[src/rtl/sdram_sr_defines.svh]
`ifndef SDRAM_SR_DEFINES_SVH
`define SDRAM_SR_DEFINES_SVH
// timing, in its own unit
`define SR_CLK_NS 10
`define SR_TXSR_NS 140
`define SR_TREFI_NS 3900
`define SR_COLD_STRETCH 4
`define SR_READ_LATENCY 3
// command codes on ca[2:0] / ca[3:0]
`define SR_CA_SRE 3'h4
`define SR_CA_MRR 4'h8
`define SR_CA_MRW 4'h0
// mode register addresses
`define SR_MR_BANK 8'h10
`define SR_MR_SEG 8'h11
`define SR_MR_CAL_A 8'h20
`define SR_MR_CAL_B 8'h28
// calibration patterns, bit n is beat n
`define SR_CAL_A_PAT 4'h5
`define SR_CAL_B_PAT 4'hC
// mask reset values
`define SR_MASK_RST 8'h00
`endif

[src/rtl/sdram_sr_pkg.sv]
`default_nettype none
package sdram_sr_pkg;
  // sampled command pins, moved as one group
  typedef struct packed {
    logic ck;
    logic cke;
    logic cs_n;
    logic [9:0] ca;
  } ca_bus_t;
  // drive side of the dq/dqs pins
  typedef struct packed {
    logic [7:0] dq;
    logic dq_oe;
    logic dqs;
    logic dqs_oe;
  } dq_drive_t;
  typedef enum logic [2:0] {
    ST_IDLE = 3'b001,
    ST_SREF = 3'b010,
    ST_EXIT = 3'b100
  } sr_state_t;
  // a region is refreshed only when bank and segment are both unmasked
  function automatic logic [63:0] region_enable(input logic [7:0] bm,
                                                input logic [7:0] sm);
    logic [63:0] r;
    r = 64'h0;
    for (int b = 0; b < 8; b++) begin
      for (int s = 0; s < 8; s++) begin
        r[b*8+s] = ~bm[b] & ~sm[s];
      end
    end
    return r;
  endfunction
endpackage
`default_nettype wire

[src/rtl/refresh_engine.sv]
`timescale 1ns/1ps
`default_nettype none
`include "sdram_sr_defines.svh"
module refresh_engine
  import sdram_sr_pkg::*;
#(
  parameter int TREFI_NS = `SR_TREFI_NS,
  parameter int COLD_STRETCH = `SR_COLD_STRETCH
) (
  input wire logic mclk_i, // system clock
  input wire logic rst_n_i, // synchronised reset, low active
  input wire logic active_i, // in self refresh
  input wire logic hot_i, // high temperature
  input wire logic [7:0] bank_mask_i, // 1 = bank masked
  input wire logic [7:0] seg_mask_i, // 1 = segment masked
  output logic refresh_start_o, // one-cycle pulse
  output logic [63:0] rows_o // regions refreshed, bank*8+segment
);
  localparam int CLK_NS = `SR_CLK_NS;
  // longest interval rounds down so the rate never falls short
  localparam int REFI_RAW = TREFI_NS / CLK_NS;
  localparam int REFI_CYC = (REFI_RAW < 1) ? 1 : REFI_RAW;
  localparam logic [15:0] HOT_LOAD = 16'(REFI_CYC - 1);
  localparam logic [15:0] COLD_LOAD = 16'(REFI_CYC * COLD_STRETCH - 1);

  logic active_q;
  logic [15:0] cnt;

  // internal timer; first refresh fires right after entry
  always_ff @(posedge mclk_i or negedge rst_n_i) begin
    if (!rst_n_i) begin
      active_q <= 1'b0;
      cnt <= 16'h0000;
      refresh_start_o <= 1'b0;
      rows_o <= 64'h0;
    end else begin
      active_q <= active_i;
      if (!active_i) begin
        cnt <= 16'h0000;
        refresh_start_o <= 1'b0;
      end else if (!active_q || cnt == 16'h0000) begin
        refresh_start_o <= 1'b1;
        rows_o <= region_enable(bank_mask_i, seg_mask_i);
        cnt <= hot_i ? HOT_LOAD : COLD_LOAD;
      end else begin
        refresh_start_o <= 1'b0;
        cnt <= cnt - 16'h0001;
      end
    end
  end

  a_first_refresh: assert property (@(posedge mclk_i) disable iff (!rst_n_i)
    active_i && !active_q |=> refresh_start_o)
    else $error("no refresh right after self refresh entry");
  a_mask_gate: assert property (@(posedge mclk_i) disable iff (!rst_n_i)
    refresh_start_o |-> (rows_o & ~region_enable($past(bank_mask_i),
    $past(seg_mask_i))) == 64'h0)
    else $error("masked region refreshed");
  a_hot_rate: assert property (@(posedge mclk_i) disable iff (!rst_n_i)
    active_i && active_q && cnt == 16'h0000 && hot_i
    |=> cnt == HOT_LOAD && refresh_start_o)
    else $error("hot refresh interval wrong");
  c_refresh: cover property (@(posedge mclk_i) disable iff (!rst_n_i)
    refresh_start_o && active_q);
endmodule
`default_nettype wire

[src/rtl/sdram_self_refresh_mrr.sv]
// How it works
// - SRE at rise, CKE fell, CS low, CA=100
// - in self refresh only CKE matters
// - first internal refresh right after entry
// - tXSR counts from first rise after CKE high
// - refresh rate follows temperature
// - bank mask written by MRW, one per bank
// - segment mask, one bit per segment
// - refresh only if bank and segment unmasked
// - MRR at rise, CS low, CA=1000
// - address from CA1:0 fall, CA9:4 rise
// - value on beat0 of DQ7:0 after RL
// - four-beat burst, DQS toggles, not interrupted
// - MRR period two clocks
// - reserved registers return zero, DQS toggles
// - other banks usable during per-bank refresh
// - all-bank refresh zeroes per-bank pointer
// - calibration patterns 1010 and 0011
`timescale 1ns/1ps
`default_nettype none
`include "sdram_sr_defines.svh"
module sdram_self_refresh_mrr
  import sdram_sr_pkg::*;
#(
  parameter int RL = `SR_READ_LATENCY,
  parameter int TXSR_NS = `SR_TXSR_NS,
  parameter int TREFI_NS = `SR_TREFI_NS
) (
  input wire logic mclk_i, // 100 MHz system clock
  input wire logic rst_n_i, // async reset, low active
  input wire logic ck_i, // command clock pin
  input wire logic cke_i, // clock enable pin
  input wire logic cs_n_i, // chip select, low active
  input wire logic [9:0] ca_i, // command/address pins
  input wire logic temp_hot_i, // temperature sensor level
  output var dq_drive_t dq_drive_o, // dq/dqs drive and enables
  output logic self_refresh_o, // in self refresh
  output logic exit_busy_o, // tXSR window running
  output logic refresh_start_o, // internal refresh pulse
  output logic [63:0] refresh_rows_o, // regions of last refresh
  output logic [2:0] pb_bank_o, // per-bank refresh pointer
  output logic [7:0] bank_refresh_mask_o, // bank mask
  output logic [7:0] segment_refresh_mask_o // segment mask
);
  localparam int CLK_NS = `SR_CLK_NS;
  // least time rounds up
  localparam int TXSR_RAW = (TXSR_NS + CLK_NS - 1) / CLK_NS;
  localparam int TXSR_CYC = (TXSR_RAW < 1) ? 1 : TXSR_RAW;
  localparam logic [15:0] TXSR_LOAD = 16'(TXSR_CYC);
  localparam logic [3:0] RL_LAST = 4'(RL - 1);

  // beat value of a mode register read
  function automatic logic [7:0] mr_beat(input logic [7:0] a,
      input logic [1:0] b, input logic [7:0] bm, input logic [7:0] sm);
    logic [3:0] pa;
    logic [3:0] pb;
    pa = `SR_CAL_A_PAT;
    pb = `SR_CAL_B_PAT;
    case (a)
      `SR_MR_BANK: mr_beat = (b == 2'd0) ? bm : 8'h00;
      `SR_MR_SEG: mr_beat = (b == 2'd0) ? sm : 8'h00;
      `SR_MR_CAL_A: mr_beat = {8{pa[b]}};
      `SR_MR_CAL_B: mr_beat = {8{pb[b]}};
      default: mr_beat = 8'h00;
    endcase
  endfunction

  logic [1:0] rst_q;
  logic rst_n;
  ca_bus_t pin_raw;
  ca_bus_t pin_s0;
  ca_bus_t pin_s1;
  logic ck_d;
  logic [1:0] hot_q;
  logic ck_rise;
  logic ck_fall;
  logic cke_prev;
  sr_state_t state;
  logic xsr_run;
  logic [15:0] xsr_cnt;
  logic cmd_ok;
  logic is_sre;
  logic is_mrr;
  logic is_mrw;
  logic is_ref;
  logic cap_pend;
  logic cap_rd;
  logic [5:0] ca_r;
  logic fall_take;
  logic [7:0] fall_addr;
  logic [7:0] rd_addr;
  logic mrr_active;
  logic bursting;
  logic [1:0] beat;
  logic [3:0] lat_cnt;

  // reset release through two flops
  always_ff @(posedge mclk_i or negedge rst_n_i) begin
    if (!rst_n_i) begin
      rst_q <= 2'b00;
    end else begin
      rst_q <= {rst_q[0], 1'b1};
    end
  end
  assign rst_n = rst_q[1];

  // pins are asynchronous to mclk; ck is slow enough to sample
  assign pin_raw = '{ck: ck_i, cke: cke_i, cs_n: cs_n_i, ca: ca_i};
  always_ff @(posedge mclk_i or negedge rst_n) begin
    if (!rst_n) begin
      pin_s0 <= '0;
      pin_s1 <= '0;
      ck_d <= 1'b0;
      hot_q <= 2'b00;
    end else begin
      pin_s0 <= pin_raw;
      pin_s1 <= pin_s0;
      ck_d <= pin_s1.ck;
      hot_q <= {hot_q[0], temp_hot_i};
    end
  end
  assign ck_rise = pin_s1.ck & ~ck_d;
  assign ck_fall = ~pin_s1.ck & ck_d;

  // commands only taken when idle and no read burst pending
  assign cmd_ok = ck_rise & (state == ST_IDLE) & ~mrr_active & ~cap_pend;
  assign is_sre = cmd_ok & ~pin_s1.cke & cke_prev & ~pin_s1.cs_n &
                  (pin_s1.ca[2:0] == `SR_CA_SRE);
  assign is_mrr = cmd_ok & pin_s1.cke & ~pin_s1.cs_n &
                  (pin_s1.ca[3:0] == `SR_CA_MRR);
  assign is_mrw = cmd_ok & pin_s1.cke & ~pin_s1.cs_n &
                  (pin_s1.ca[3:0] == `SR_CA_MRW);
  assign is_ref = cmd_ok & pin_s1.cke & ~pin_s1.cs_n &
                  (pin_s1.ca[2:0] == `SR_CA_SRE);

  // cke level seen at the previous rising edge
  always_ff @(posedge mclk_i or negedge rst_n) begin
    if (!rst_n) begin
      cke_prev <= 1'b0;
    end else if (ck_rise) begin
      cke_prev <= pin_s1.cke;
    end
  end

  // self refresh state; in SREF nothing but cke is looked at
  always_ff @(posedge mclk_i or negedge rst_n) begin
    if (!rst_n) begin
      state <= ST_IDLE;
      xsr_run <= 1'b0;
      xsr_cnt <= 16'h0000;
    end else begin
      case (state)
        ST_IDLE: begin
          if (is_sre) begin
            state <= ST_SREF;
          end
        end
        ST_SREF: begin
          if (pin_s1.cke) begin
            state <= ST_EXIT;
          end
        end
        ST_EXIT: begin
          if (!xsr_run) begin
            if (ck_rise) begin
              xsr_run <= 1'b1;
              xsr_cnt <= TXSR_LOAD;
            end
          end else if (xsr_cnt == 16'h0001) begin
            xsr_run <= 1'b0;
            state <= ST_IDLE;
          end else begin
            xsr_cnt <= xsr_cnt - 16'h0001;
          end
        end
        default: state <= ST_IDLE;
      endcase
    end
  end
  assign self_refresh_o = (state == ST_SREF);
  assign exit_busy_o = (state == ST_EXIT);

  always_ff @(posedge mclk_i or negedge rst_n) begin
    if (!rst_n) begin
      pb_bank_o <= 3'h0;
    end else if (is_ref) begin
      pb_bank_o <= pin_s1.ca[3] ? 3'h0 : pb_bank_o + 3'h1;
    end
  end

  // rise half of address kept until the falling edge
  always_ff @(posedge mclk_i or negedge rst_n) begin
    if (!rst_n) begin
      cap_pend <= 1'b0;
      cap_rd <= 1'b0;
      ca_r <= 6'h00;
    end else if (is_mrr || is_mrw) begin
      cap_pend <= 1'b1;
      cap_rd <= is_mrr;
      ca_r <= pin_s1.ca[9:4];
    end else if (ck_fall) begin
      cap_pend <= 1'b0;
    end
  end
  assign fall_take = cap_pend & ck_fall;
  assign fall_addr = {pin_s1.ca[1:0], ca_r};

  // mask writes; held through self refresh since mrw is blocked
  always_ff @(posedge mclk_i or negedge rst_n) begin
    if (!rst_n) begin
      bank_refresh_mask_o <= `SR_MASK_RST;
      segment_refresh_mask_o <= `SR_MASK_RST;
    // masks kept, writes only when idle
    end else if (fall_take && !cap_rd) begin
      if (fall_addr == `SR_MR_BANK) begin
        bank_refresh_mask_o <= pin_s1.ca[9:2];
      end
      if (fall_addr == `SR_MR_SEG) begin
        segment_refresh_mask_o <= pin_s1.ca[9:2];
      end
    end
  end

  // read latency, then four beats on consecutive ck edges
  always_ff @(posedge mclk_i or negedge rst_n) begin
    if (!rst_n) begin
      mrr_active <= 1'b0;
      bursting <= 1'b0;
      beat <= 2'd0;
      lat_cnt <= 4'h0;
      rd_addr <= 8'h00;
      dq_drive_o <= '0;
    end else if (is_mrr) begin
      mrr_active <= 1'b1;
      lat_cnt <= 4'h0;
    end else if (mrr_active) begin
      if (fall_take) begin
        rd_addr <= fall_addr;
      end
      if (!bursting && ck_rise) begin
        if (lat_cnt == RL_LAST) begin
          bursting <= 1'b1;
          beat <= 2'd0;
          dq_drive_o <= '{dq: mr_beat(rd_addr, 2'd0, bank_refresh_mask_o,
                          segment_refresh_mask_o),
                          dq_oe: 1'b1, dqs: 1'b1, dqs_oe: 1'b1};
        end else begin
          lat_cnt <= lat_cnt + 4'h1;
        end
      end else if (bursting && (ck_rise || ck_fall)) begin
        if (beat == 2'd3) begin
          bursting <= 1'b0;
          mrr_active <= 1'b0;
          dq_drive_o <= '0;
        end else begin
          beat <= beat + 2'd1;
          dq_drive_o.dq <= mr_beat(rd_addr, beat + 2'd1,
                           bank_refresh_mask_o, segment_refresh_mask_o);
          dq_drive_o.dqs <= ~dq_drive_o.dqs;
        end
      end
    end
  end

  // per-bank refresh never blocks other banks
  refresh_engine #(
    .TREFI_NS(TREFI_NS)
  ) u_refresh (
    .mclk_i(mclk_i),
    .rst_n_i(rst_n),
    .active_i(state == ST_SREF),
    .hot_i(hot_q[1]),
    .bank_mask_i(bank_refresh_mask_o),
    .seg_mask_i(segment_refresh_mask_o),
    .refresh_start_o(refresh_start_o),
    .rows_o(refresh_rows_o)
  );

  logic [15:0] xsr_seen;
  always_ff @(posedge mclk_i or negedge rst_n) begin
    if (!rst_n) begin
      xsr_seen <= 16'h0000;
    end else begin
      xsr_seen <= xsr_run ? xsr_seen + 16'h0001 : 16'h0000;
    end
  end

  a_entry_take: assert property (@(posedge mclk_i) disable iff (!rst_n)
    is_sre |=> state == ST_SREF)
    else $error("entry command not taken");
  a_sref_hold: assert property (@(posedge mclk_i) disable iff (!rst_n)
    state == ST_SREF && !pin_s1.cke |=> state == ST_SREF
    && !dq_drive_o.dq_oe)
    else $error("self refresh left without cke");
  a_xsr_length: assert property (@(posedge mclk_i) disable iff (!rst_n)
    $fell(xsr_run) |-> xsr_seen == TXSR_LOAD && state == ST_IDLE)
    else $error("exit window length wrong");
  a_mask_keep: assert property (@(posedge mclk_i) disable iff (!rst_n)
    state != ST_IDLE |=> $stable(bank_refresh_mask_o)
    && $stable(segment_refresh_mask_o))
    else $error("mask changed in self refresh");
  a_mrr_beat0: assert property (@(posedge mclk_i) disable iff (!rst_n)
    $rose(dq_drive_o.dq_oe) |-> dq_drive_o.dq == mr_beat(rd_addr, 2'd0,
    bank_refresh_mask_o, segment_refresh_mask_o) && dq_drive_o.dqs)
    else $error("first read beat wrong");
  a_mrr_noint: assert property (@(posedge mclk_i) disable iff (!rst_n)
    mrr_active |-> !is_mrr && !is_mrw && !is_sre)
    else $error("read burst interrupted");
  a_dqs_toggle: assert property (@(posedge mclk_i) disable iff (!rst_n)
    bursting && beat != 2'd3 && (ck_rise || ck_fall)
    |=> dq_drive_o.dqs != $past(dq_drive_o.dqs) && dq_drive_o.dqs_oe)
    else $error("strobe did not toggle in read burst");
  a_ptr_zero: assert property (@(posedge mclk_i) disable iff (!rst_n)
    is_ref && pin_s1.ca[3] |=> pb_bank_o == 3'h0)
    else $error("all-bank refresh kept pointer");
  a_mrr_start: assert property (@(posedge mclk_i) disable iff (!rst_n)
    is_mrr |=> mrr_active ##[1:1000] dq_drive_o.dqs_oe)
    else $error("read never answered");
  c_sref: cover property (@(posedge mclk_i) disable iff (!rst_n)
    state == ST_SREF ##1 state == ST_EXIT);
  c_exit: cover property (@(posedge mclk_i) disable iff (!rst_n)
    $fell(xsr_run));
  c_burst: cover property (@(posedge mclk_i) disable iff (!rst_n)
    $fell(dq_drive_o.dqs_oe));
endmodule
`default_nettype wire

[config.mk]
export PLATFORM = sky130hd
export DESIGN_NAME = sdram_self_refresh_mrr
export DESIGN_NICKNAME = d
export VERILOG_FILES = /design/src/rtl/sdram_sr_pkg.sv /design/src/rtl/refresh_engine.sv /design/src/rtl/sdram_self_refresh_mrr.sv
export VERILOG_INCLUDE_DIRS = /design/src /design/src/rtl
export SDC_FILE = /design/constraint.sdc
export NUM_CORES = 1
export LEC_CHECK = 0
export ABC_AREA = 1
export BUFFER_PORTS_ARGS = -buffer_cell sky130_fd_sc_hd__clkbuf_2
export CORE_UTILIZATION = 35
export DETAILED_ROUTE_END_ITERATION = 10
export SLEW_MARGIN = 20
export SYNTH_ARGS = -nofsm -noshare
export SYNTH_HDL_FRONTEND = slang
export SYNTH_SLANG_ARGS = --single-unit
[constraint.sdc]
create_clock -name mclk_i -period 6.55 [get_ports mclk_i]
set_input_delay 0.655 -clock mclk_i [delete_from_list [all_inputs] [get_ports mclk_i]]
set_output_delay 0.655 -clock mclk_i [all_outputs]
set_load 0.005 [all_outputs]
; ---- Yosys cells after proc, flatten, opt, wreduce, memory -nomap -nowiden
; Cells that the tools add are included.
[totals]
reg_bits = 188
in_bits = 16
output_inout_bits = 97
[op_classes]
addsub = 5
order_cmp = 1
eq_ne = 22
mux = 49
bitwise = 103
reduce_logical = 28
[op_table]
columns = operator, n
row1 = $mux W16, 5
row2 = $and A1 B1 Y1, 79
row3 = $mux W11, 4
row4 = $eq A8 B5 Y1 const B, 4
row5 = $pmux W8 S4, 1
row6 = $sub A16 B1 Y16 const B, 2
row7 = $mux W8, 3
row8 = $not A1 Y1, 24
row9 = $pmux W8 S3, 1
row10 = $mux W1, 19
row11 = $eq A16 B1 Y1 const B, 1
row12 = $eq A8 B6 Y1 const B, 2
row13 = $logic_not A16 Y1, 1
row14 = $mux W4, 4
row15 = $mux W3, 5
row16 = $reduce_bool A2 Y1, 6
row17 = $ne A2 B2 Y1 const B, 5
row18 = $reduce_and A5 Y1, 2
row19 = $pmux W3 S3, 1
row20 = $reduce_and A3 Y1, 3
row21 = $mux W2, 4
row22 = $reduce_and A4 Y1, 2
row23 = $eq A3 B3 Y1 const B, 2
row24 = $ne A2 B1 Y1 const B, 3
row25 = 16 further kinds, 25

; ---- Longest topological paths before layout
; Gate-level depths: netlist (run 1).
[logic_depth]
ltp_word = 11
mapped_depth = 10
depth_no_buf = 9

; ---- By module
; A second synthesis (run 1) with hierarchy kept.
[unflattened]
cells_unflattened = 1074
hier_area_um2 = 8668.3
[modules_own_cells]
columns = module, instances, cells_per_inst, area_each_um2, seq_area_each_um2
row1 = sdram_self_refresh_mrr, 1, 574, 4825.9, 2603.7
row2 = refresh_engine, 1, 500, 3842.4, 2052.0

; ---- Worst setup path before layout (run 1)
; No wires, ideal clock.
[synth_path]
path_type = flip-flop to flip-flop
from = reg u_refresh.cnt[0]
to = reg u_refresh.cnt[14]
setup_time_ps = 128
t_arrival_ps = 1494
path_slack_ps = 4928
stages_incl_launch_ff = 9
period_less_slack_ps = 1622
cell_sequence = dfrtp_1 > inv_1 > ha_1 > nor3b_1 > nand2_1 > nor2_1 > nand3_1 > xor2_1 > nor2_1
[synth_between]
elab_chain_cells = 4
word_cells_on_any_way = 5
classes_between = add/sub (1) / mux (2) / reduce/logical (2)
[synth_rtl]
columns = item, line_no
row1 = start: declaration, refresh_engine.sv:27  ; logic [15:0] cnt;
row2 = start signal: assignment, refresh_engine.sv:44  ; cnt <= hot_i ? HOT_LOAD : COLD_LOAD;
row3 = start signal: assignment, refresh_engine.sv:47  ; cnt <= cnt - 16'h0001;
row4 = "parallel branches: the longest is 2 deep, another holds $sub A16 B1 Y16", -
row5 = $mux W16 (*), refresh_engine.sv:41  ; end else if (!active_q || cnt == 16'h0000) begin
row6 = $mux W16 (*), refresh_engine.sv:38  ; if (!active_i) begin
; Mark *: on every way between the ends.
; A chain may end at the register's enable or synchronous reset.

; ---- Final worst setup path (run 1)
[layout_path]
from = reg u_refresh.cnt[0]
to = reg u_refresh.rows_o[0]
[layout_between]
elab_chain_cells = 3
[layout_rtl]
columns = item, line_no
row1 = $logic_not A16 Y1, refresh_engine.sv:41
row2 = $logic_or A1 B1 Y1, refresh_engine.sv:41
row3 = $reduce_and A2 Y1 (no line), -
row4 = end signal: assignment, refresh_engine.sv:43  ; rows_o <= region_enable(bank_mask_i, seg_mask_i);
row5 = end: declaration, refresh_engine.sv:17  ; output logic [63:0] rows_o
; No other way between the ends.

==> summary.txt, run 1 <==
OUTCOME
----------------------------------------------------------------------------------------
Status                                                                      finished clean

LOGIC SYNTHESIS
----------------------------------------------------------------------------------------
Synthesized area                                                               8560 um^2
Number of distinct library cells after synthesis                                      42
Synthesis Warnings                                                                     0
Cell count after synthesis                                                           999
Register bit total from synthesis                                                    186
Fraction of the yosys area taken by sequential cells                               0.544
Mean instance size in the synthesized netlist                                  8.57 um^2
Synthesized net count                                                              1,026

FLOORPLANNING
----------------------------------------------------------------------------------------
Die outline area                                                             25,100 um^2
Starting utilization of the core area                                              0.361
Die boundary height                                                               158 um
Floorplan core area                                                          23,800 um^2
Std cell rows                                                                         56
I/O pins                                                                             113
Die Span X                                                                        158 um

GLOBAL ROUTING
----------------------------------------------------------------------------------------
GR met1 Demand/Resource                                                            0.222
Layer with the highest usage after global routing                                   met2
Overflow left after global routing                                                     0
Global-route total usage across every layer                                        0.165
First-pass GRT wire length                                                     32,000 um
Met3 track demand over resource                                                   0.0291
Pin count of the biggest net entering global routing                                  92
Met2 capacity usage during global routing                                          0.269
Vias in the first global route                                                     6,274
Antenna violations before repair                                                       0

POWER AND IR DROP
----------------------------------------------------------------------------------------
Clock power frac                                                                   0.433
Post-route total power                                                           2.47 mW
Register share of total power                                                      0.502
Switch Pwr                                                                      0.654 mW
Switching portion of total power                                                   0.264
Internal power contribution                                                      1.82 mW
Ratio of total power to cell area                                            248 nW/um^2
Peak VDD IR                                                                     0.155 mV
Cell leakage power                                                               5.53 nW
Combinational share of power                                                       0.065

CRITICAL PATH
----------------------------------------------------------------------------------------
FF-to-FF path depth                                                                    7
Kind of start point of the critical path                                       flip-flop
Register-to-register setup slack                                                 4.19 ns
Setup crit end kind                                                            flip-flop
Endpoint of the worst register-to-register path                             u_refresh.rows_o[0]
Worst endpoint data arrival time                                                 2.64 ns
Timing startpoint of the critical path                                      u_refresh.cnt[0]
Critical Path Fanout Max                                                              91
Launch point of the worst reg-to-reg path                                   u_refresh.cnt[0]
Required arrival time at the worst endpoint                                      6.83 ns
Kind of critical path                                                       flip-flop to flip-flop

TIMING
----------------------------------------------------------------------------------------
Setup-violating endpoint count in the final report                                     0
Period utilisation layout                                                          0.361
Clock period minus worst slack                                                   2.36 ns
Number of max-slew violations in the final report                                      0
Transition time at the pin with the least slew margin                           0.994 ns
Setup TNS after final layout                                                        0 ns
Maximum clock frequency                                                          423 MHz
RSZ-0062 raised after global routing                                                  no
Final setup skew                                                               0.0149 ns
Final count of hold timing violations                                                  0
Worst slew margin relative to its limit                                            0.337

ROUTING
----------------------------------------------------------------------------------------
Mean number of vias per cell                                                        4.62
ANT nets after route                                                                   0
Via count                                                                          6,619
Detailed-route wire length per cell                                              13.4 um
Number of search-and-repair iterations in the first detailed-routing pass              5
Initial DRC count                                                                    407
Drt drc                                                                                0
Total Routed Length                                                            19,300 um

PLACED DESIGN
----------------------------------------------------------------------------------------
PortBufs                                                                             112
Final HPWL DP                                                                  13,300 um
GP Congestion                                                                      0.823

CLOCK TREE
----------------------------------------------------------------------------------------
H-tree Lvls                                                                            4
Clock-pin transition on the worst setup and hold timing paths                    0.07 ns
Post-CTS Resized                                                                       0
Max clock buf depth                                                                    2
CTS Root Buffer Type                                                        sky130_fd_sc_hd__clkbuf_16
TritonCTS Buffers                                                                     17
CTS tree                                                                             yes
Later-pin clock latency in the skew report                                       0.45 ns
Clock tree sinks                                                                     186

FINISH
----------------------------------------------------------------------------------------
Area taken by flip-flops and latches                                           4660 um^2
Fraction of the core area covered by cells at the end of the flow                  0.420
Filler cells                                                                       2,375
Number of nets in the finished design                                              1,128
Multi-input logic area                                                         3350 um^2
Diodes inserted                                                                        0
Fraction of layout instances using a drive strength above 1                        0.186
Area growth from synthesis to layout                                               16.5%

FLOW RUN
----------------------------------------------------------------------------------------
Number of violations of the max-capacitance limit                                      0

WORST HOLD PATH
----------------------------------------------------------------------------------------
Class of the most critical hold timing path                                 input pin to flip-flop
Worst-case hold path end point                                                 pin_s0[2]
Cells on Worst Hold Path                                                               1
Min-delay src                                                                    ca_i[2]

## cell usage after synthesis, drive strengths merged
cell / instances / area, um^2
a21oi: 9 / 48.8
a31o: 1 / 8.76
a31oi: 1 / 6.26
and3: 1 / 6.26
buf: 23 / 183
clkbuf: 10 / 38.8
conb: 1 / 3.75
dfrtp: 185 / 4630
dfstp: 1 / 26.3
ha: 11 / 138
inv: 93 / 349
nand2: 295 / 1120
nand3: 63 / 315
nand3b: 18 / 139
nand4: 6 / 43.8
nor2: 112 / 438
nor3: 10 / 66.3
nor3b: 1 / 7.51
nor4: 2 / 12.5
o21a: 1 / 7.51
o21ai: 123 / 728
o22ai: 1 / 6.26
o31ai: 1 / 7.51
or2: 13 / 81.3
xnor2: 2 / 17.5
xor2: 15 / 131
## state kept, by name, indices dropped and copies added, names as in the netlist, 3 cells and up
name	cells
rd_addr	8
pb_bank_o	3
u_refresh.rows_o	64
u_refresh.cnt	16
xsr_cnt	16
dq_drive_o	10
ca_r	6
state	3
pin_s1	11
segment_refresh_mask_o	8
pin_s0	13
lat_cnt	4
bank_refresh_mask_o	8
## repair_timing
action	in CTS	in global routing
endpoints found under the hold margin	2	0
hold buffers	1	0
buffers inserted	0	0
## kinds of logic after synthesis
kind of cell / Yosys count / share of synthesized area
XOR/XNOR: 17 / 0.0174
buffers and inverters: 126 / 0.0666
other: 1 / 0.000438
flip-flops: 186 / 0.544
AND/OR/NAND/NOR: 521 / 0.261
adder cells (fa/ha/maj): 11 / 0.0161
AO/OA/AOI/OAI: 137 / 0.0950
## area by class of cell
cell class	count	area share
sequential	186	0.467
multi-input combinational	687	0.335
timing repair buffer	116	0.0595
clock buffer	17	0.0426
tap	319	0.0400
inverter	93	0.0350
clock inverter	15	0.0203
## through the flow
stage | area [um^2] | cells | worst slack, ns | hold WS [ns]
after floorplan | 8560 | 999 | 0.985 | 0.331
after global placement | 9330 | 1400 | 4.27 | 0.334
after CTS | 9970 | 1433 | 4.20 | 0.296
final | 9970 | 1433 | 4.19 | 0.317
after detailed placement | 9330 | 1400 | 4.21 | 0.335
after global routing | 9970 | 1433 | 3.96 | 0.299
## how the worst max path moves through the flow
stage / endpoint / slack, ns / depth (start not counted)
2_1_floorplan: bank_refresh_mask_o[0] / 0.99 / 0
3_3_place_gp: u_refresh.rows_o[29] / 4.27 / 8
3_5_place_dp: u_refresh.rows_o[0] / 4.21 / 7
4_1_cts: u_refresh.rows_o[0] / 4.20 / 7
5_1_grt: u_refresh.rows_o[0] / 3.96 / 8
6_report: u_refresh.rows_o[0] / 4.19 / 7
## critical path, stage by stage, from the launching register on
cell and delay (ns):
sky130_fd_sc_hd__dfrtp_1 0.34, sky130_fd_sc_hd__inv_1 0.06, sky130_fd_sc_hd__ha_1 0.20, sky130_fd_sc_hd__nand4_2 0.11, sky130_fd_sc_hd__nand2_4 0.09, sky130_fd_sc_hd__nand2_4 0.31
sky130_fd_sc_hd__buf_4 0.84, sky130_fd_sc_hd__o21ai_0 0.19
## cell usage in the layout (no fill, tap or decap), drive strengths merged, types with 2 or more instances in the layout
cell	netlist	final
xnor2	2	2
clkinv	0	8
nor4	2	2
xor2	15	15
nand2	295	295
buf	23	3
ha	11	11
a21oi	9	9
nor3	10	10
or2	13	13
nand4	6	6
nand3	63	63
dfrtp	185	185
o21ai	123	123
nor2	112	112
clkbuf	10	129
nand3b	18	18
inv	93	99
## layer usage
metal  vias to the layer above  part of all wire
met5                         -                 0
met4                         0             0.012
met3                        20             0.033
met2                       113              0.47
met1                      3093              0.49
li1                       3393                 -
## power by group through the flow
stage / Clock (mW) / Sequential, mW / Combinational, mW
2_1_floorplan: 0 / 1.27 / 0.0936
3_3_place_gp: 0 / 1.27 / 0.159
3_5_place_dp: 0 / 1.27 / 0.163
4_1_cts: 1.10 / 1.24 / 0.165
5_1_grt: 1.14 / 1.25 / 0.189
6_report: 1.07 / 1.24 / 0.160
(Power assumes the default switching activity.)
==> run 2, diff against run 1 <==
- clock period: 6.55 -> 2 ns (I/O delays scaled with it)
==> run 2 against run 1 <==
Net effect:
- final cell count grew 2.2%
- sequential power rose to 3.3 times the previous value
- register-to-register slack got worse by 4.0 ns
- sequential share of layout area is 1.7 points lower
- highest routed layer unchanged
==> summary.txt, run 2 (synthesis gave the netlist of run 1 again) <==
PLACED DESIGN
----------------------------------------------------------------------------------------
Post-placement cell area                                                       9550 um^2
GP Congestion                                                                      0.797
PortBufs                                                                             112
Worst slack after detailed placement                                            0.112 ns
Final HPWL DP                                                                  14,100 um
Cells after DPL                                                                    1,418

ROUTING
----------------------------------------------------------------------------------------
Mean number of vias per cell                                                        4.60
Detailed-route wire length per cell                                              13.6 um
Drt drc                                                                                0
Number of search-and-repair iterations in the first detailed-routing pass              5
Initial DRC count                                                                    401
Via count                                                                          6,735
ANT nets after route                                                                   0
Total Routed Length                                                            19,900 um

FLOORPLANNING
----------------------------------------------------------------------------------------
Die boundary height                                                               158 um
I/O pins                                                                             113
Die Span X                                                                        158 um
Die outline area                                                             25,100 um^2
Starting utilization of the core area                                              0.361
Std cell rows                                                                         56
Floorplan core area                                                          23,800 um^2

CRITICAL PATH
----------------------------------------------------------------------------------------
Endpoint of the worst register-to-register path                                  beat[0]
Register-to-register setup slack                                                 0.24 ns
Launch point of the worst reg-to-reg path                                           ck_d
CP max-delay cell                                                           sky130_fd_sc_hd__dfrtp_1
Setup crit end kind                                                            flip-flop
Required arrival time at the worst endpoint                                      2.32 ns
Cells along the critical path                                               inv_1 -> ha_1 -> nand2_1 -> nor2_1 -> o21ai_2 -> inv_2 -> o21ai_0 -> nand2_1 -> o21ai_0
Longest individual stage delay on the worst path                                 0.39 ns
FF-to-FF path depth                                                                    9
Kind of critical path                                                       flip-flop to flip-flop
Critical Path Fanout Max                                                              15
Kind of start point of the critical path                                       flip-flop
Worst endpoint data arrival time                                                 2.08 ns

FINISH
----------------------------------------------------------------------------------------
Most common cell after layout, fill and taps aside                          sky130_fd_sc_hd__nand2_1
Finished layout cell area                                                    10,300 um^2
Register with the most flip-flops                                           u_refresh.rows_o
Number of nets in the finished design                                              1,160
Fraction of layout instances using a drive strength above 1                        0.202
Most frequent cells in the layout                                           sky130_fd_sc_hd__nand2_1 (290), sky130_fd_sc_hd__dfrtp_1 (184), sky130_fd_sc_hd__clkbuf_2 (112)
Max reg flops                                                                         64
Filler cells                                                                       2,379
Area growth from synthesis to layout                                               20.8%
Non-Filler Instances                                                               1,465
Top flop regs                                                               u_refresh.rows_o (64), u_refresh.cnt (16), xsr_cnt (16)
Diodes inserted                                                                        0

TIMING
----------------------------------------------------------------------------------------
Worst slew margin relative to its limit                                            0.609
Crit path setup slack, layout                                                   0.236 ns
Clock period minus worst slack                                                   1.76 ns
Setup-violating endpoint count in the final report                                     0
Final count of hold timing violations                                                  0
Maximum clock frequency                                                          567 MHz
Final setup skew                                                               0.0132 ns
RSZ-0062 raised after global routing                                                  no
Period utilisation layout                                                          0.882
Number of max-slew violations in the final report                                      0
Transition time at the pin with the least slew margin                           0.586 ns
Setup TNS after final layout                                                        0 ns

GLOBAL ROUTING
----------------------------------------------------------------------------------------
Antenna violations before repair                                                       0
First-pass GRT wire length                                                     33,300 um
Global-route total usage across every layer                                        0.172
Overflow left after global routing                                                     0
Vias in the first global route                                                     6,492
Pin count of the biggest net entering global routing                                  68

OUTCOME
----------------------------------------------------------------------------------------
Status                                                                      finished clean

POWER AND IR DROP
----------------------------------------------------------------------------------------
Ratio of total power to cell area                                            785 nW/um^2
Peak VDD IR                                                                     0.513 mV
Cell leakage power                                                               5.70 nW
Post-route total power                                                           8.12 mW

CLOCK TREE
----------------------------------------------------------------------------------------
Buffer count from post-CTS setup fixing                                                0
Later-pin clock latency in the skew report                                       0.44 ns
Clock tree sinks                                                                     186
Clock-pin transition on the worst setup and hold timing paths                    0.08 ns
CTS Root Buffer Type                                                        sky130_fd_sc_hd__clkbuf_16
TritonCTS Buffers                                                                     17
Max clock buf depth                                                                    2
H-tree Lvls                                                                            4
CTS tree                                                                             yes

FLOW RUN
----------------------------------------------------------------------------------------
Number of violations of the max-capacitance limit                                      0

WORST HOLD PATH
----------------------------------------------------------------------------------------
Class of the most critical hold timing path                                 input pin to async pin

## run 2: cell type report
cell class,instances,area [um^2],area share
well taps,319,399,0.0386
repair buffers,148,956,0.0924
flip-flops and latches,186,4660,0.451
inverters,93,349,0.0338
multi-input cells,687,3350,0.324
clock inverters,15,199,0.0192
clock buffers,17,425,0.0411
## run 2: worst max-delay path, delay by kind of cell, from the launching register on
kind / cells / cell delay, ns
AND/OR/NAND/NOR: 3 / 0.42
flip-flops: 1 / 0.39
AO/OA/AOI/OAI: 3 / 0.36
buffers and inverters: 2 / 0.25
adder cells (fa/ha/maj): 1 / 0.22
## run 2: where the power goes
part / internal [mW] / switching (mW)
sequential: 3.93 / 0.128
clock: 1.72 / 1.75
combinational: 0.258 / 0.339
total: 5.90 / 2.21
## run 2: what timing repair did
item                                    4_1_cts  5_1_grt
hold buffers                                 15        0
gates resized for setup                       0        6
endpoints found under the setup margin        0       17
endpoints found under the hold margin        16        0
## run 2: worst max path at each step
stage                            from                     end  depth (start not counted)
floorplan                    rst_q[1]  bank_refresh_mask_o[0]                          0
global route        u_refresh.cnt[11]    u_refresh.rows_o[58]                          9
finish                           ck_d                 beat[0]                          9
detailed placement               ck_d                 beat[0]                          9
global placement                 ck_d           dq_drive_o[3]                         10
CTS                              ck_d                 beat[0]                          9
## run 2: layer usage
| metal | wire, um | global-route usage | vias to the layer above |
|---|---|---|---|
| met1 | 9470 | 0.233 | 3139 |
| met2 | 9470 | 0.278 | 130 |
| met3 | 649 | 0.0289 | 19 |
| met5 | 0 | 0 | - |
| met4 | 274 | 0.0618 | 0 |
| li1 | - | - | 3447 |
## run 2: through the flow
| stage | util | hold WS (ns) |
|---|---|---|
| 5_1_grt | 0.435 | 0.0535 |
| 4_1_cts | 0.435 | 0.0496 |
| 3_3_place_gp | 0.402 | -0.0122 |
| 2_1_floorplan | - | -0.0956 |
| 3_5_place_dp | 0.402 | -0.0110 |
| 6_report | 0.435 | 0.0711 |
==> run 3, diff against run 2 <==
- CORE_UTILIZATION: 35 -> 52
- PLACE_DENSITY: default -> 0.76
- SKIP_CTS_REPAIR_TIMING: default -> 1
==> run 3 against run 2 <==
Net effect:
- combinational power decreased by 4.4%
- highest routed layer unchanged
- sequential share of layout area increased by 1.1 points
- worst hold slack improved by 0.012 ns
==> summary.txt, run 3 (synthesis gave the netlist of run 1 again) <==
OUTCOME
----------------------------------------------------------------------------------------
Status                                                                      finished clean

CRITICAL PATH
----------------------------------------------------------------------------------------
Required arrival time at the worst endpoint                                      2.36 ns
End point of the critical path                                              u_refresh.cnt[14]
Launch point of the worst reg-to-reg path                                   u_refresh.cnt[0]
Timing startpoint of the critical path                                      u_refresh.cnt[0]
Most Frequent Cell on Critical Path                                         sky130_fd_sc_hd__nor2_1
FF-to-FF path depth                                                                    8
Setup crit end kind                                                            flip-flop
CP max-delay cell                                                           sky130_fd_sc_hd__dfrtp_1
Longest individual stage delay on the worst path                                 0.38 ns
Critical Path Fanout Max                                                               3
Register-to-register setup slack                                                 0.17 ns
Kind of start point of the critical path                                       flip-flop
Kind of critical path                                                       flip-flop to flip-flop
Cells along the critical path                                               inv_1 -> ha_1 -> nor3b_1 -> nand2_1 -> nor2_1 -> nand3_1 -> xor2_1 -> nor2_1
Endpoint of the worst register-to-register path                             u_refresh.cnt[14]
Worst endpoint data arrival time                                                 2.19 ns

POWER AND IR DROP
----------------------------------------------------------------------------------------
Peak VDD IR                                                                     0.625 mV
Clock power frac                                                                   0.423
Cell leakage power                                                               5.66 nW
Ratio of total power to cell area                                            795 nW/um^2
Switching portion of total power                                                   0.240
Internal power contribution                                                      6.10 mW
Switch Pwr                                                                       1.93 mW
Register share of total power                                                      0.506
Combinational share of power                                                       0.071

TIMING
----------------------------------------------------------------------------------------
Worst slew margin relative to its limit                                            0.603
Setup-violating endpoint count in the final report                                     0
RSZ-0062 raised after global routing                                                  no
Final count of hold timing violations                                                  0
Setup TNS after final layout                                                        0 ns
Clock period minus worst slack                                                   1.83 ns
Transition time at the pin with the least slew margin                           0.596 ns
Period utilisation layout                                                          0.915
Final setup skew                                                               0.0112 ns
Maximum clock frequency                                                          546 MHz
Number of max-slew violations in the final report                                      0
Final worst hold slack                                                         0.0828 ns

CLOCK TREE
----------------------------------------------------------------------------------------
H-tree Lvls                                                                            4
Clock tree sinks                                                                     186
Max clock buf depth                                                                    2
Later-pin clock latency in the skew report                                       0.44 ns
Clock-pin transition on the worst setup and hold timing paths                    0.07 ns
CTS Root Buffer Type                                                        sky130_fd_sc_hd__clkbuf_16
TritonCTS Buffers                                                                     17
CTS tree                                                                             yes

ROUTING
----------------------------------------------------------------------------------------
Detailed-route wire length per cell                                              13.9 um
ANT nets after route                                                                   0
Drt drc                                                                                0
Number of search-and-repair iterations in the first detailed-routing pass              5
Mean number of vias per cell                                                        5.03
Via count                                                                          6,813
Initial DRC count                                                                    403
Total Routed Length                                                            18,900 um

PLACED DESIGN
----------------------------------------------------------------------------------------
GP Congestion                                                                      0.830
PortBufs                                                                             112
Post-placement cell area                                                       9360 um^2
Cells after DPL                                                                    1,308
Final HPWL DP                                                                  12,900 um

FLOORPLANNING
----------------------------------------------------------------------------------------
Std cell rows                                                                         46
Floorplan core area                                                          16,000 um^2
Die boundary height                                                               130 um
Die Span X                                                                        130 um
I/O pins                                                                             113
Die outline area                                                             17,000 um^2
Starting utilization of the core area                                              0.535

FINISH
----------------------------------------------------------------------------------------
Max reg flops                                                                         64
Diodes inserted                                                                        0
Finished layout cell area                                                    10,100 um^2
Number of nets in the finished design                                              1,153
Register with the most flip-flops                                           u_refresh.rows_o
Fraction of layout instances using a drive strength above 1                        0.191
Most frequent cells in the layout                                           sky130_fd_sc_hd__nand2_1 (292), sky130_fd_sc_hd__dfrtp_1 (184), sky130_fd_sc_hd__clkbuf_2 (112)
Fraction of the core area covered by cells at the end of the flow                  0.631
Area growth from synthesis to layout                                               18.0%
Most common cell after layout, fill and taps aside                          sky130_fd_sc_hd__nand2_1
Filler cells                                                                       1,378
Top flop regs                                                               u_refresh.rows_o (64), u_refresh.cnt (16), xsr_cnt (16)
Non-Filler Instances                                                               1,355
Area taken by flip-flops and latches                                           4660 um^2
Multi-input logic area                                                         3340 um^2

GLOBAL ROUTING
----------------------------------------------------------------------------------------
Vias in the first global route                                                     6,152
First-pass GRT wire length                                                     30,200 um
Global-route total usage across every layer                                        0.233
Antenna violations before repair                                                       0
Pin count of the biggest net entering global routing                                 114
Overflow left after global routing                                                     0

FLOW RUN
----------------------------------------------------------------------------------------
Number of violations of the max-capacitance limit                                      0

WORST HOLD PATH
----------------------------------------------------------------------------------------
Class of the most critical hold timing path                                 input pin to async pin

## run 3: cell count changes in the layout (fill, tap and decap cells not counted), sizes merged
cell    previous run  this run
clkbuf           129       132
clkinv             9         4
bufinv             0         2
buf               21        14
## run 3: cell type report
cell class,instances,area share
clock inverter,12,0.0134
tap,216,0.0268
multi-input combinational,687,0.331
timing repair buffer,141,0.0882
sequential,186,0.461
inverter,93,0.0346
clock buffer,20,0.0452
## run 3: worst max-delay path: cells and delay by family, from the launching register on
kind                       cells  cell delay [ns]
xor gates and xnor gates       1             0.16
adders and majority gates      1             0.19
buffers and inverters          1             0.10
DFF                            1             0.38
and+or+nand+nor                5             0.94
## run 3: per-stage QoR
| stage | total power [mW] | worst slack [ns] |
|---|---|---|
| after global placement | 4.67 | 0.260 |
| after global routing | 8.35 | 0.00882 |
| final | 8.03 | 0.169 |
| after CTS | 8.07 | 0.155 |
| after detailed placement | 4.68 | 0.172 |
| after floorplan | 4.45 | 0.0917 |
## run 3: how the worst min path moves through the flow
stage | endpoint | slack [ns] | cells past startpoint
after global placement | rst_q[0] | -0.01 | 1
after global routing | rst_q[1] | 0.09 | 2
final | rst_q[1] | 0.08 | 2
after floorplan | rst_q[0] | -0.1 | 0
after CTS | rst_q[1] | -0.48 | 1
after detailed placement | rst_q[0] | -0.008 | 1
## run 3: power groups by stage
stage	clock [mW]	sequential [mW]	combinational, mW
after floorplan	0	4.15	0.307
after global placement	0	4.13	0.538
after detailed placement	0	4.13	0.553
after CTS	3.45	4.06	0.557
after global routing	3.61	4.08	0.655
final	3.40	4.06	0.571
## run 3: metal layers
layer  track usage  wire length, um  up-vias
met5             0                0        -
met4        0.0751              261        0
met3        0.0525              912       18
met2         0.380             9120      154
met1         0.310             8600     3210
li1              -                -     3431
